[src/cnc_pkg.sv]
package cnc_pkg;

    // Network counts
    localparam int NUM_GLOBAL = 16;
    localparam int NUM_REGIONAL = 32;
    localparam int NUM_QUAD = 4;
    localparam int REG_PER_QUAD = 8;
    localparam int CLOCKS_PER_QUAD = 24;
    localparam int NUM_PINS = 16;
    localparam int PINS_PER_SIDE = 4;
    localparam int NUM_PLL_OUT = 8;
    localparam int NUM_INCLK = 4;
    localparam int SEL_W = 2;

    // Selectable cell inputs
    localparam logic [1:0] SEL_PIN_EVEN = 2'h0;
    localparam logic [1:0] SEL_PIN_ODD = 2'h1;
    localparam logic [1:0] SEL_PLL_A = 2'h2;
    localparam logic [1:0] SEL_PLL_B = 2'h3;

    // Static configuration of one cell
    typedef struct packed {
        logic used;
        logic internal;
        logic [1:0] src;
    } cnc_cfg_type;

    localparam cnc_cfg_type CFG_RESET = '{used: 1'b0, internal: 1'b0, src: 2'h0};
    localparam cnc_cfg_type CFG_PLL_OUT = '{used: 1'b1, internal: 1'b0, src: 2'h0};

    // Candidate clock levels seen by one cell
    typedef struct packed {
        logic [3:0] inclk;
        logic int_clk;
    } cnc_src_type;

endpackage

[src/cnc_clock_network_control.sv]
`timescale 1ns/10ps
module cnc_clock_network_control #(
    parameter int N_PLL = cnc_pkg::NUM_PLL_OUT
) (
    // Clock and reset
    input wire logic CLK_SYS,
    input wire logic NRST,
    // Clock sources
    input wire logic [cnc_pkg::NUM_PINS-1:0] CLK_PIN,
    input wire logic [N_PLL-1:0] PLL_CLK,
    input wire logic [cnc_pkg::NUM_GLOBAL-1:0] INT_CLK_GLOBAL,
    input wire logic [cnc_pkg::NUM_REGIONAL-1:0] INT_CLK_REGIONAL,
    // Static configuration, taken once after reset
    input wire cnc_pkg::cnc_cfg_type [cnc_pkg::NUM_GLOBAL-1:0] CFG_GLOBAL,
    input wire cnc_pkg::cnc_cfg_type [cnc_pkg::NUM_REGIONAL-1:0] CFG_REGIONAL,
    // Run-time control from user logic
    input wire logic [cnc_pkg::NUM_GLOBAL-1:0] GLOBAL_EN,
    input wire logic [cnc_pkg::NUM_GLOBAL-1:0][cnc_pkg::SEL_W-1:0] GLOBAL_SEL,
    input wire logic [cnc_pkg::NUM_REGIONAL-1:0] REGIONAL_EN,
    input wire logic [N_PLL-1:0] PLL_OUT_EN,
    // Gated networks
    output logic [cnc_pkg::NUM_GLOBAL-1:0] GLOBAL_NET,
    output logic [cnc_pkg::NUM_REGIONAL-1:0] REGIONAL_NET,
    output logic [N_PLL-1:0] PLL_OUT_PIN,
    output logic [cnc_pkg::NUM_QUAD-1:0][cnc_pkg::CLOCKS_PER_QUAD-1:0] QUAD_CLOCKS
);
    import cnc_pkg::*;

    // Cell numbering: globals first, then regionals, then PLL output pins
    localparam int N_CELL = NUM_GLOBAL + NUM_REGIONAL + N_PLL;
    // Offsets into the per-cell arrays
    localparam int R_BASE = NUM_GLOBAL;
    localparam int P_BASE = NUM_GLOBAL + NUM_REGIONAL;

    // Source picked by a select code; internal logic only by static choice
    // One function, so current and requested levels decode alike
    // Two-bit index matches the four selectable inputs
    function automatic logic pick(input cnc_src_type s, input logic internal,
                                  input logic [1:0] sel);
        pick = internal ? s.int_clk : s.inclk[sel];
    endfunction

    // Reset synchroniser
    logic [1:0] rst_sync_q;
    logic rst_n;

    // Configuration capture
    logic cfg_loaded_q;
    cnc_cfg_type cfg_in [N_CELL];
    cnc_cfg_type cfg_q [N_CELL];

    // Per-cell views of the shared ports
    cnc_src_type src_all [N_CELL];
    logic en_req [N_CELL];
    logic [1:0] sel_req [N_CELL];
    logic dyn_sel [N_CELL];

    // Gated nets, each bit driven by its own cell only
    logic [N_CELL-1:0] net_vec;

    // Reset release through two flops
    // Assertion stays asynchronous; only the release is retimed
    always_ff @(posedge CLK_SYS or negedge NRST) begin
        if (!NRST) begin
            rst_sync_q <= 2'h0;
        end else begin
            rst_sync_q <= {rst_sync_q[0], 1'h1};
        end
    end
    // Retimed release the rest of the logic waits for; assertion still comes from NRST
    assign rst_n = rst_sync_q[1];

    // Global cells: even pin on input zero, odd on one, two PLL taps
    // Pin pairing is fixed wiring, so a mis-routed pin cannot be chosen
    for (genvar g = 0; g < NUM_GLOBAL; g++) begin : g_glob
        // Pin pairs repeat every eight globals
        localparam int PIN_E = 2 * (g % (NUM_PINS / 2));

        // Selectable inputs
        assign src_all[g].inclk[SEL_PIN_EVEN] = CLK_PIN[PIN_E];
        assign src_all[g].inclk[SEL_PIN_ODD] = CLK_PIN[PIN_E + 1];
        assign src_all[g].inclk[SEL_PLL_A] = PLL_CLK[g % N_PLL];
        assign src_all[g].inclk[SEL_PLL_B] = PLL_CLK[(g + 1) % N_PLL];
        assign src_all[g].int_clk = INT_CLK_GLOBAL[g];

        // Static and run-time control
        assign cfg_in[g] = CFG_GLOBAL[g];
        assign en_req[g] = GLOBAL_EN[g];
        assign sel_req[g] = GLOBAL_SEL[g];
        assign dyn_sel[g] = 1'h1;
    end

    // Regional cells: pins of their own side, eight cells per quadrant
    // Select request tied off: the source comes from configuration alone
    for (genvar r = 0; r < NUM_REGIONAL; r++) begin : g_reg
        // Each quadrant owns a contiguous run of regional cells
        // and alternates between the two pin pairs of its side
        localparam int QUAD = r / REG_PER_QUAD;
        localparam int PIN_E = QUAD * PINS_PER_SIDE + 2 * (r % 2);

        // Selectable inputs
        assign src_all[R_BASE + r].inclk[SEL_PIN_EVEN] = CLK_PIN[PIN_E];
        assign src_all[R_BASE + r].inclk[SEL_PIN_ODD] = CLK_PIN[PIN_E + 1];
        assign src_all[R_BASE + r].inclk[SEL_PLL_A] = PLL_CLK[r % N_PLL];
        assign src_all[R_BASE + r].inclk[SEL_PLL_B] = PLL_CLK[(r + 1) % N_PLL];
        assign src_all[R_BASE + r].int_clk = INT_CLK_REGIONAL[r];

        // Static and run-time control
        assign cfg_in[R_BASE + r] = CFG_REGIONAL[r];
        assign en_req[R_BASE + r] = REGIONAL_EN[r];
        assign sel_req[R_BASE + r] = 2'h0;
        assign dyn_sel[R_BASE + r] = 1'h0;
    end

    // PLL output pin cells: gate only, PLL itself is left untouched
    // Every input carries the same tap, so the select code has no effect
    for (genvar p = 0; p < N_PLL; p++) begin : g_pll
        assign src_all[P_BASE + p].inclk = {NUM_INCLK{PLL_CLK[p]}};
        assign src_all[P_BASE + p].int_clk = 1'h0;

        // Always used, enabled only from user logic
        assign cfg_in[P_BASE + p] = CFG_PLL_OUT;
        assign en_req[P_BASE + p] = PLL_OUT_EN[p];
        assign sel_req[P_BASE + p] = 2'h0;
        assign dyn_sel[P_BASE + p] = 1'h0;
    end

    // Configuration is sampled once, on the first edge after the retimed release
    // Later changes wait for the next reset, as a reload would
    always_ff @(posedge CLK_SYS or negedge NRST) begin
        if (!NRST) begin
            cfg_loaded_q <= 1'h0;
        end else if (rst_n) begin
            cfg_loaded_q <= 1'h1;
        end
    end

    // One control cell per network
    for (genvar c = 0; c < N_CELL; c++) begin : g_cell
        // Registered state
        logic en_q;
        logic [1:0] sel_q;
        logic net_q;
        // Decoded levels and next values
        logic [1:0] sel_d;
        logic cur_lvl;
        logic new_lvl;
        logic low_phase;
        logic net_d;

        // Run-time select only on global cells, never onto internal logic
        assign sel_d = (dyn_sel[c] && !cfg_q[c].internal) ? sel_req[c] : cfg_q[c].src;

        // Level of the source in use and of the one asked for
        assign cur_lvl = pick(src_all[c], cfg_q[c].internal, sel_q);
        assign new_lvl = pick(src_all[c], cfg_q[c].internal, sel_d);

        // Swapping while either source is high could cut a pulse short
        // Limitation: a source held high delays the swap indefinitely
        assign low_phase = !cur_lvl && !new_lvl;

        // Unused or disabled nets sit low, so fed logic sees no edges
        // Config gate first: a cell not yet loaded stays dark
        assign net_d = cfg_loaded_q && cfg_q[c].used && en_q && cur_lvl;

        // Static configuration, held until the next reset
        // Reset value marks the cell unused, so the net stays dark until capture
        always_ff @(posedge CLK_SYS or negedge NRST) begin
            if (!NRST) begin
                cfg_q[c] <= CFG_RESET;
            end else if (rst_n && !cfg_loaded_q) begin
                cfg_q[c] <= cfg_in[c];
            end
        end

        // Enable and select move only while the source in use is low
        // Enable waits for a low source, so the last pulse ends whole
        always_ff @(posedge CLK_SYS or negedge NRST) begin
            if (!NRST) begin
                en_q <= 1'h0;
                sel_q <= 2'h0;
            end else if (rst_n && cfg_loaded_q) begin
                if (!cur_lvl) begin
                    en_q <= en_req[c];
                end
                if (low_phase) begin
                    sel_q <= sel_d;
                end
            end
        end

        // Net register; one cycle of latency buys a glitch-free output
        always_ff @(posedge CLK_SYS or negedge NRST) begin
            if (!NRST) begin
                net_q <= 1'h0;
            end else begin
                net_q <= rst_n && net_d;
            end
        end
        assign net_vec[c] = net_q;
    end

    // Network outputs
    // Global nets reach every quadrant unchanged
    assign GLOBAL_NET = net_vec[NUM_GLOBAL-1:0];
    assign REGIONAL_NET = net_vec[P_BASE-1:R_BASE];
    assign PLL_OUT_PIN = net_vec[N_CELL-1:P_BASE];

    // Each quadrant sees every global net plus its own regional ones
    // Regional nets stay within their own quadrant
    for (genvar q = 0; q < NUM_QUAD; q++) begin : g_quad
        assign QUAD_CLOCKS[q] = {REGIONAL_NET[q*REG_PER_QUAD +: REG_PER_QUAD],
                                 GLOBAL_NET};
    end

endmodule

[config.mk]
export PLATFORM = sky130hd
export DESIGN_NAME = cnc_clock_network_control
export DESIGN_NICKNAME = d
export VERILOG_FILES = /design/src/cnc_pkg.sv /design/src/cnc_clock_network_control.sv
export SDC_FILE = /design/constraint.sdc
export NUM_CORES = 1
export LEC_CHECK = 0
export BUFFER_PORTS_ARGS = -buffer_cell sky130_fd_sc_hd__buf_4
export CAP_MARGIN = 40
export CORE_AREA = 2 2 195 197
export CTS_BUF_LIST = sky130_fd_sc_hd__clkbuf_4 sky130_fd_sc_hd__clkbuf_8
export CTS_CLUSTER_DIAMETER = 60
export DETAILED_ROUTE_END_ITERATION = 7
export DIE_AREA = 0 0 197 199
export PLACE_DENSITY = 0.89
export SKIP_CTS_REPAIR_TIMING = 1
export SLEW_MARGIN = 20
export SYNTH_ARGS = -nofsm -noshare
export SYNTH_HDL_FRONTEND = slang
export SYNTH_SLANG_ARGS = --single-unit
[constraint.sdc]
create_clock -name CLK_SYS -period 2.47 [get_ports CLK_SYS]
set_input_delay 0.247 -clock CLK_SYS [delete_from_list [all_inputs] [get_ports CLK_SYS]]
set_output_delay 0.247 -clock CLK_SYS [all_outputs]
set_load 0.01 [all_outputs]
==> flow_metrics.tcl, run 1 <==
set metrics [dict create \
    die_h_um 199 \
    cp.required_ns 2.96 \
    fin_crit_sh_pct 84.0 \
    grt_usage_pct 28.0 \
    synthSimpleGateAreaFrac_pct 7.66 \
    grt_pass1_wl_um 82500 \
    fin_nets 2552 \
    fin_cells 2730 \
    fill_cells 2063 \
    vdd.ir_drop.worst_v 0.000539 \
    gp_congestion 0.858 \
    drv_slew 0 \
    netlist.area_leader.share_pct 50.3 \
    synthTopCellsByArea "dfrtp_1 (50%), mux2_2 (19%), mux4_2 (6.5%)" \
    ios 506 \
    die-width_um 197 \
    areaGrowthSynthToFinish_pct 38.6 \
    row_count 71 \
    path_class "reg -> reg" \
    seq_area_frac_synth_pct 50.3 \
    drive_gt1_share_pct 47.2 \
    syn-mean-instance-area_um2 13.2 \
    cts_tree "yes" \
    fmax_ghz 0.482 \
    synth_compound_area_share_pct 1.98 \
    core_um2 37100 \
    violations "hold timing" \
    synthMuxAreaShare_pct 32.5 \
    ys.warnings.count 0 \
    synth-seq-cells 404 \
    finalHoldViolCount 1 \
    synthCells 1521 \
    tns_ns 0 \
    max_cap_violations 0 \
    avgRoutedWirePerCell_um 25.2 \
    rsz0062_at_grt "false" \
    whs_ns -0.0359 \
    setup.worst_path.start_class "flop" \
    cp_cell_sequence "mux4_1, nand2b_1, nand3_1, or3_1, mux2_2" \
    yosysMostFrequentCell "dfrtp_1" \
    drt-initial-drc-count 1005 \
    synthAdderAreaFrac_pct 0 \
    critical_path.slowest_cell "mux4_1" \
    start_util_pct 54.1 \
    cp_data_arrival_time_ns 2.56 \
    syn_nets 1875 \
    synth_cell_types 28 \
    totalWireLength_um 68800 \
    slew_headroom_pct 54.1 \
    hold_class "in -> reg" \
    grt_pass1_vias 14900 \
    cts_inserted_buffers 71 \
    grt_remaining_overflow 0 \
    async_flop_share_pct 100 \
    grt_max_degree 105 \
    dp_cells 2294 \
    clockBufferDepth 3 \
    synth_edf_count 0 \
    max_stage_delay_ns 0.58 \
    leakage_uw 0.0128 \
    cts_root_buf "clkbuf_8" \
    ys.flop_type "dfrtp_1" \
    portBuffers 505 \
    synthXorXnorAreaFrac_pct 0 \
    synth_top_family_by_area "multiplexers" \
    fin_crit_ns 2.07 \
    via_per_inst 5.98 \
    drc 0 \
    synth.largest_area_cell "dfrtp_1" \
    cp-end-kind "flop" \
    fin_skew_ns 0.0279 \
    tightestPinTransition_ns 0.688 \
    run_status "finished with violations" \
    antenna_found_initial 10 \
    synthTopCellsByCount "dfrtp_1 (404), mux2_2 (342), buf_4 (152), nand2_1 (79), mux2i_1 (61)" \
    clock-sinks 404 \
    p_per_area_nw_per_um2 777 \
    clkTransAtPathRegs_ns 0.06 \
    die-area_um2 39200 \
    htreeDepth 3 \
    worstSkewPairLatency_ns 0.63 \
    syn_area_um2 20100 \
    ant_nets 0 \
    drt_pass1_iterations 6 \
    vias 16300 \
    dp_hpwl_um 39400 \
    setup_viol 0 \
    cp_max_fo 2 \
]
-- registers in the layout, summed over array words and instances (netlist names) --
signal and count:
g_cell.en_q 56, rst_sync_q 2, g_cell.sel_q 96, cfg_q 129, g_cell.sel_d 64, cfg_loaded_q 1, g_cell.net_q 56
-- kinds of logic (layout without fill, tap and decap cells) --
kind of cell    after synthesis  in the layout
buf+inv                     237            961
compound gates               74             74
mux                         490            490
other cells                   1             12
flops                       404            404
simple gates                315            315
-- metrics by stage --
stage	setup WS (ns)	util (%)	hold WS, ns	instance area, µm²	total power, µW
2_1_floorplan	0.637	-	-0.0486	20100	12800
3_3_place_gp	0.405	62.7	0.240	23300	14000
3_5_place_dp	0.390	62.7	0.247	23300	14400
4_1_cts	0.458	66.6	-0.449	24700	20800
5_1_grt	0.343	74.9	-0.0327	27800	22500
6_report	0.395	74.9	-0.0359	27800	21600
-- power by group --
group | switching (µW) | internal (µW)
Sequential | 1300 | 8250
Combinational | 2290 | 3360
Clock | 2890 | 3540
-- critical path: cells and delay by family, from the launching register on --
| family | cells | cell delay [ns] |
|---|---|---|
| and+or+nand+nor | 3 | 0.68 |
| DFF | 1 | 0.38 |
| muxes | 2 | 0.89 |
-- cells in the final DEF (no fill, tap or decap), types with 10 or more instances in the layout --
cell,synthesis,final
mux2i_1,61,61
nor2b_1,48,47
buf_4,152,527
mux2_2,342,342
clkbuf_8,0,88
mux4_2,58,58
mux4_1,29,29
nor3_1,48,48
dlygate4sd3_1,0,305
dfrtp_1,404,404
nand3_1,55,55
a21oi_1,10,10
o21ai_0,56,56
nor2_1,49,49
nand2_1,79,79
diode_2,0,11
clkbuf_4,0,21
-- final timing paths --
kind | end | slack [ns] | depth (start not counted) | from
worst max-delay path | g_cell[1].sel_q[0] | 0.40 | 5 | g_cell[1].sel_q[0]
worst min-delay path | g_cell[11].net_q | -0.04 | 3 | INT_CLK_GLOBAL[11]
worst max register to register | g_cell[1].sel_q[0] | 0.40 | 5 | g_cell[1].sel_q[0]
worst min register to register | rst_sync_q[1] | 0.37 | 0 | rst_sync_q[0]
max in group asynchronous | g_cell[1].en_q | 1.31 | 3 | NRST
min in group asynchronous | g_cell[25].en_q | 0.18 | 2 | NRST
-- per-layer routing --
layer	global-route usage [%]	share of wire, %
met1	33.6	34
met2	45.7	51
met3	7.66	9.5
met4	16.6	5.4
met5	0	0.016
-- area by class of cell --
cell class                      count  area [µm²]  area share (%)
Inverter                            1        3.75          0.0135
Tap cell                          474         593            2.13
Sequential cell                   404       10100            36.3
Multi-Input combinational cell    880        8480            30.5
Clock inverter                     11        80.1           0.288
Clock buffer                      109        1370            4.92
Timing Repair Buffer              840        7160            25.7
Antenna cell                       11        27.5          0.0989
(Power assumes the default switching activity.)
==> run 2: changes to the inputs <==
clock period = 1.95 ns   (was 2.47 ns; I/O delays follow)
==> run 2 against run 1 <==
Net effect:
- the run ends with setup timing left
- fmax rose by 4.5%
- clock-buffer cell count rose by 2
- sequential cell count did not move
- hold slack improved by 0.041 ns
- clock skew rose by 0.0031 ns
- cell count rose by 2.2%
- critical path type unchanged
- largest power group unchanged
- highest routed layer unchanged
==> flow_metrics.tcl, run 2 (synthesis results as in run 1) <==
set metrics [dict create \
    path_class "reg -> reg" \
    dp_cells 2343 \
    ios 506 \
    avgRoutedWirePerCell_um 26.5 \
    vdd.ir_drop.worst_v 0.000739 \
    die_h_um 199 \
    clkTransAtPathRegs_ns 0.06 \
    htreeDepth 3 \
    core_um2 37100 \
    fmax_ghz 0.504 \
    totalWireLength_um 74000 \
    drt-initial-drc-count 1133 \
    max_flop_register "cfg_q" \
    drt_pass1_iterations 5 \
    grt_remaining_overflow 0 \
    fin_skew_ns 0.0310 \
    tightestPinTransition_ns 0.565 \
    p_per_area_nw_per_um2 992 \
    cts_tree "yes" \
    clock-sinks 404 \
    layout_common_cells "buf_4 (571), dfrtp_1 (402), mux2_2 (342), dlygate4sd3_1 (318), clkbuf_8 (89)" \
    worstSkewPairLatency_ns 0.62 \
    row_count 71 \
    gp_congestion 0.887 \
    fin_nets 2614 \
    cp_max_fo 67 \
    max_cap_violations 0 \
    die-area_um2 39200 \
    setup_viol 2 \
    cp.required_ns 2.44 \
    fin_crit_ns 1.99 \
    tns_ns -0.0501 \
    fin_cells 2791 \
    drv_slew 0 \
    fill_cells 1882 \
    whs_ns 0.00466 \
    drive_gt1_share_pct 48.9 \
    run_status "finished with violations" \
    final_common_cell "buf_4" \
    portBuffers 505 \
    violations "setup timing" \
    grt_pass1_wl_um 85800 \
    grt_usage_pct 29.0 \
    drc 0 \
    worst_slack_ns -0.0359 \
    leakage_uw 0.0131 \
    finalHoldViolCount 0 \
    cp-end-kind "flop" \
    clockBufferDepth 3 \
    setup.worst_path.start_class "flop" \
    start_util_pct 54.1 \
    via_per_inst 6.05 \
    hold_class "in -> reg" \
    areaGrowthSynthToFinish_pct 42.0 \
    fin_crit_sh_pct 102 \
    grt_pass1_vias 15400 \
    cts_inserted_buffers 69 \
    cp_data_arrival_time_ns 2.47 \
    antenna_found_initial 8 \
    ant_nets 0 \
    vias 16900 \
    cts_root_buf "clkbuf_8" \
    grt_max_degree 68 \
    slew_headroom_pct 62.0 \
    dp_hpwl_um 41800 \
    largest_reg_flops 129 \
    die-width_um 197 \
]
==> run 2: cell count changes in the layout (fill, tap and decap cells not counted), moves of 3 or more <==
| cell | delta |
|---|---|
| buf_4 | +44 |
| or3_1 | -7 |
| dlygate4sd3_1 | +13 |
| mux4_1 | -6 |
| bufinv_16 | +3 |
| buf_12 | +6 |
| mux4_2 | +6 |
| or3_4 | +7 |
==> run 2: power breakdown <==
group / switching, µW / internal, µW / total, µW
sequential: 1680 / 10400 / 12100
combinational: 3100 / 4450 / 7550
clock: 3720 / 4900 / 8620
==> run 2: critical path: stages (launching register included) <==
cell and delay, ns:
dfrtp_1 0.45, and2_4 0.36, buf_12 0.31, o21ai_0 0.30, mux2_2 0.37
==> run 2: final timing paths <==
kind | from | endpoint | slack, ns | depth (start not counted)
max | rst_sync_q[1] | g_cell[27].sel_q[1] | -0.04 | 4
min | GLOBAL_SEL[5] | g_cell[2].sel_q[1] | 0.005 | 3
max reg2reg | rst_sync_q[1] | g_cell[27].sel_q[1] | -0.04 | 4
min reg2reg | rst_sync_q[0] | rst_sync_q[1] | 0.36 | 0
max in group asynchronous | NRST | cfg_q[91] | 1.04 | 4
min in group asynchronous | NRST | cfg_q[114] | 0.12 | 2
==> run 2: routing by layer <==
metal	vias up	wire [µm]	GRT usage [%]
li1	6832	-	-
met1	8433	24700	34.2
met2	1215	37600	49.3
met3	404	6390	7.29
met4	2	5260	14.8
met5	-	14	0
==> run 2: per-stage QoR <==
step | util (%) | setup WS, ns | area, µm² | total power [µW]
floorplan | - | 0.117 | 20100 | 16200
global placement | 63.9 | 0.0260 | 23700 | 17900
detailed placement | 63.9 | -0.0351 | 23700 | 18400
CTS | 68.0 | -0.0600 | 25300 | 26800
global route | 76.8 | -0.0394 | 28500 | 29300
finish | 76.8 | -0.0359 | 28500 | 28300
==> run 2: area by class of cell <==
| cell class | count | area (µm²) | share of cell area (%) |
|---|---|---|---|
| sequential | 404 | 10100 | 35.5 |
| multi-input combinational | 881 | 8530 | 29.9 |
| timing repair buffer | 903 | 7740 | 27.2 |
| clock buffer | 111 | 1390 | 4.87 |
| tap | 474 | 593 | 2.08 |
| clock inverter | 8 | 120 | 0.421 |
| antenna | 9 | 22.5 | 0.0790 |
| inverter | 1 | 3.75 | 0.0132 |
==> run 3: changes to the inputs <==
HOLD_SLACK_MARGIN = 0.15   (was default)
SKIP_LAST_GASP = 1   (was default)
==> run 3 against run 2 <==
Net effect:
- the run still ends with setup timing left
- combinational power about the same
- critical path depth unchanged
- cell area up 0.58%
- largest power group unchanged
- fmax is 1.0% lower
- clock-buffer cell count unchanged
==> flow_metrics.tcl, run 3 (synthesis results as in run 1) <==
set metrics [dict create \
    dp_hpwl_um 41800 \
    clock-sinks 404 \
    cp_data_arrival_time_ns 2.50 \
    totalWireLength_um 74700 \
    combinationalPowerShare_pct 26.7 \
    via_per_inst 6.09 \
    max_cap_violations 0 \
    core_um2 37100 \
    internal_power_uw 19800 \
    setup_viol 5 \
    worstSkewPairLatency_ns 0.62 \
    cp-end-kind "flop" \
    areaGrowthSynthToFinish_pct 42.8 \
    cts_tree "yes" \
    max_stage_delay_ns 0.63 \
    largest_reg_flops 129 \
    grt_remaining_overflow 0 \
    fin_skew_ns 0.0266 \
    ios 506 \
    dp_cells 2343 \
    die-width_um 197 \
    total_power_uw 28400 \
    antenna_found_initial 14 \
    tightestPinTransition_ns 0.496 \
    fin_crit_ns 2.01 \
    fin_crit_sh_pct 103 \
    power_frac_clock_pct 30.5 \
    layout_common_cells "buf_4 (571), dfrtp_1 (402), mux2_2 (342), dlygate4sd3_1 (333), clkbuf_8 (89)" \
    critical_path.slowest_cell "mux4_1" \
    cts_inserted_buffers 69 \
    clkTransAtPathRegs_ns 0.06 \
    utilization_pct 77.2 \
    gp_congestion 0.887 \
    die_h_um 199 \
    path_class "reg -> reg" \
    power_frac_seq_pct 42.8 \
    hold_class "in -> reg" \
    portBuffers 505 \
    fin_nets 2629 \
    start_util_pct 54.1 \
    final_cell_area_um2 28700 \
    p_per_area_nw_per_um2 989 \
    swShare_pct 30.1 \
    max_flop_register "cfg_q" \
    grt_usage_pct 29.0 \
    fin_cells 2812 \
    tns_ns -0.146 \
    avgRoutedWirePerCell_um 26.6 \
    placed_area_um2 23700 \
    final_common_cell "buf_4" \
    violations "setup timing" \
    cts_root_buf "clkbuf_8" \
    htreeDepth 3 \
    drc 0 \
    vias 17100 \
    drv_slew 0 \
    drt-initial-drc-count 1069 \
    slew_headroom_pct 66.6 \
    leakage_uw 0.0132 \
    grt_max_degree 68 \
    run_status "finished with violations" \
    clockBufferDepth 3 \
    row_count 71 \
    finalHoldViolCount 0 \
    cp.required_ns 2.44 \
    setup.worst_path.start_class "flop" \
    drive_gt1_share_pct 48.6 \
    fmax_ghz 0.498 \
    grt_pass1_wl_um 85800 \
    ant_nets 0 \
    die-area_um2 39200 \
    grt_pass1_vias 15400 \
    worst_slack_ns -0.0564 \
    cp_cell_sequence "mux4_1, nor3_1, o21ai_0, mux2_2" \
    cp_max_fo 2 \
    vdd.ir_drop.worst_v 0.000770 \
    drt_pass1_iterations 5 \
    switchingPower_uw 8540 \
]
## run 3: cell count changes in the layout (fill, tap and decap cells not counted)
cell,change
dlygate4sd3_1,+15
diode_2,+6
## run 3: area by class of cell
class	instances	area (µm²)
clock inverter	8	120
multi-input combinational	881	8530
fill	1883	8450
tap	474	593
timing repair buffer	918	7900
sequential	404	10100
clock buffer	111	1390
antenna	15	37.5
inverter	1	3.75
## run 3: metrics by stage
| step | setup slack, ns | hold WS (ns) |
|---|---|---|
| final | -0.0564 | 0.153 |
| after global routing | -0.136 | 0.127 |
| after CTS | -0.0600 | -0.526 |
| after detailed placement | -0.0351 | 0.135 |
| after global placement | 0.0260 | 0.134 |
| after floorplan | 0.117 | -0.101 |
## run 3: path summary, 6_finish.rpt
check	start	endpoint	slack, ns	depth (start not counted)
min	CLK_PIN[13]	g_cell[14].net_q	0.15	4
max	g_cell[28].sel_q[0]	g_cell[28].sel_q[0]	-0.06	4
min in group asynchronous	NRST	cfg_q[114]	0.64	3
max in group asynchronous	NRST	g_cell[45].sel_q[1]	0.49	5
min reg2reg	rst_sync_q[0]	rst_sync_q[1]	0.35	0
max reg2reg	g_cell[28].sel_q[0]	g_cell[28].sel_q[0]	-0.06	4
## run 3: worst max-delay path, delay by kind of cell, from the launching register on
family / cells / cell delay [ns]
flip-flops: 1 / 0.37
AO/OA/AOI/OAI: 1 / 0.24
AND/OR/NAND/NOR: 1 / 0.29
multiplexers: 2 / 0.99
## run 3: power groups by stage
stage / Combinational (µW) / Clock (µW) / Sequential, µW
after floorplan: 4710 / 0 / 11500
after global placement: 6100 / 0 / 11800
after detailed placement: 6400 / 0 / 12000
after CTS: 6480 / 8460 / 11900
after global routing: 7950 / 9000 / 12300
final: 7580 / 8630 / 12100
## run 3: per-layer routing
layer | vias up | GRT usage (%) | part of all wire (%)
met3 | 429 | 7.29 | 9.2
li1 | 6875 | - | -
met4 | 6 | 14.8 | 7.4
met2 | 1301 | 49.3 | 50
met5 | - | 0 | 0.062
met1 | 8515 | 34.2 | 33
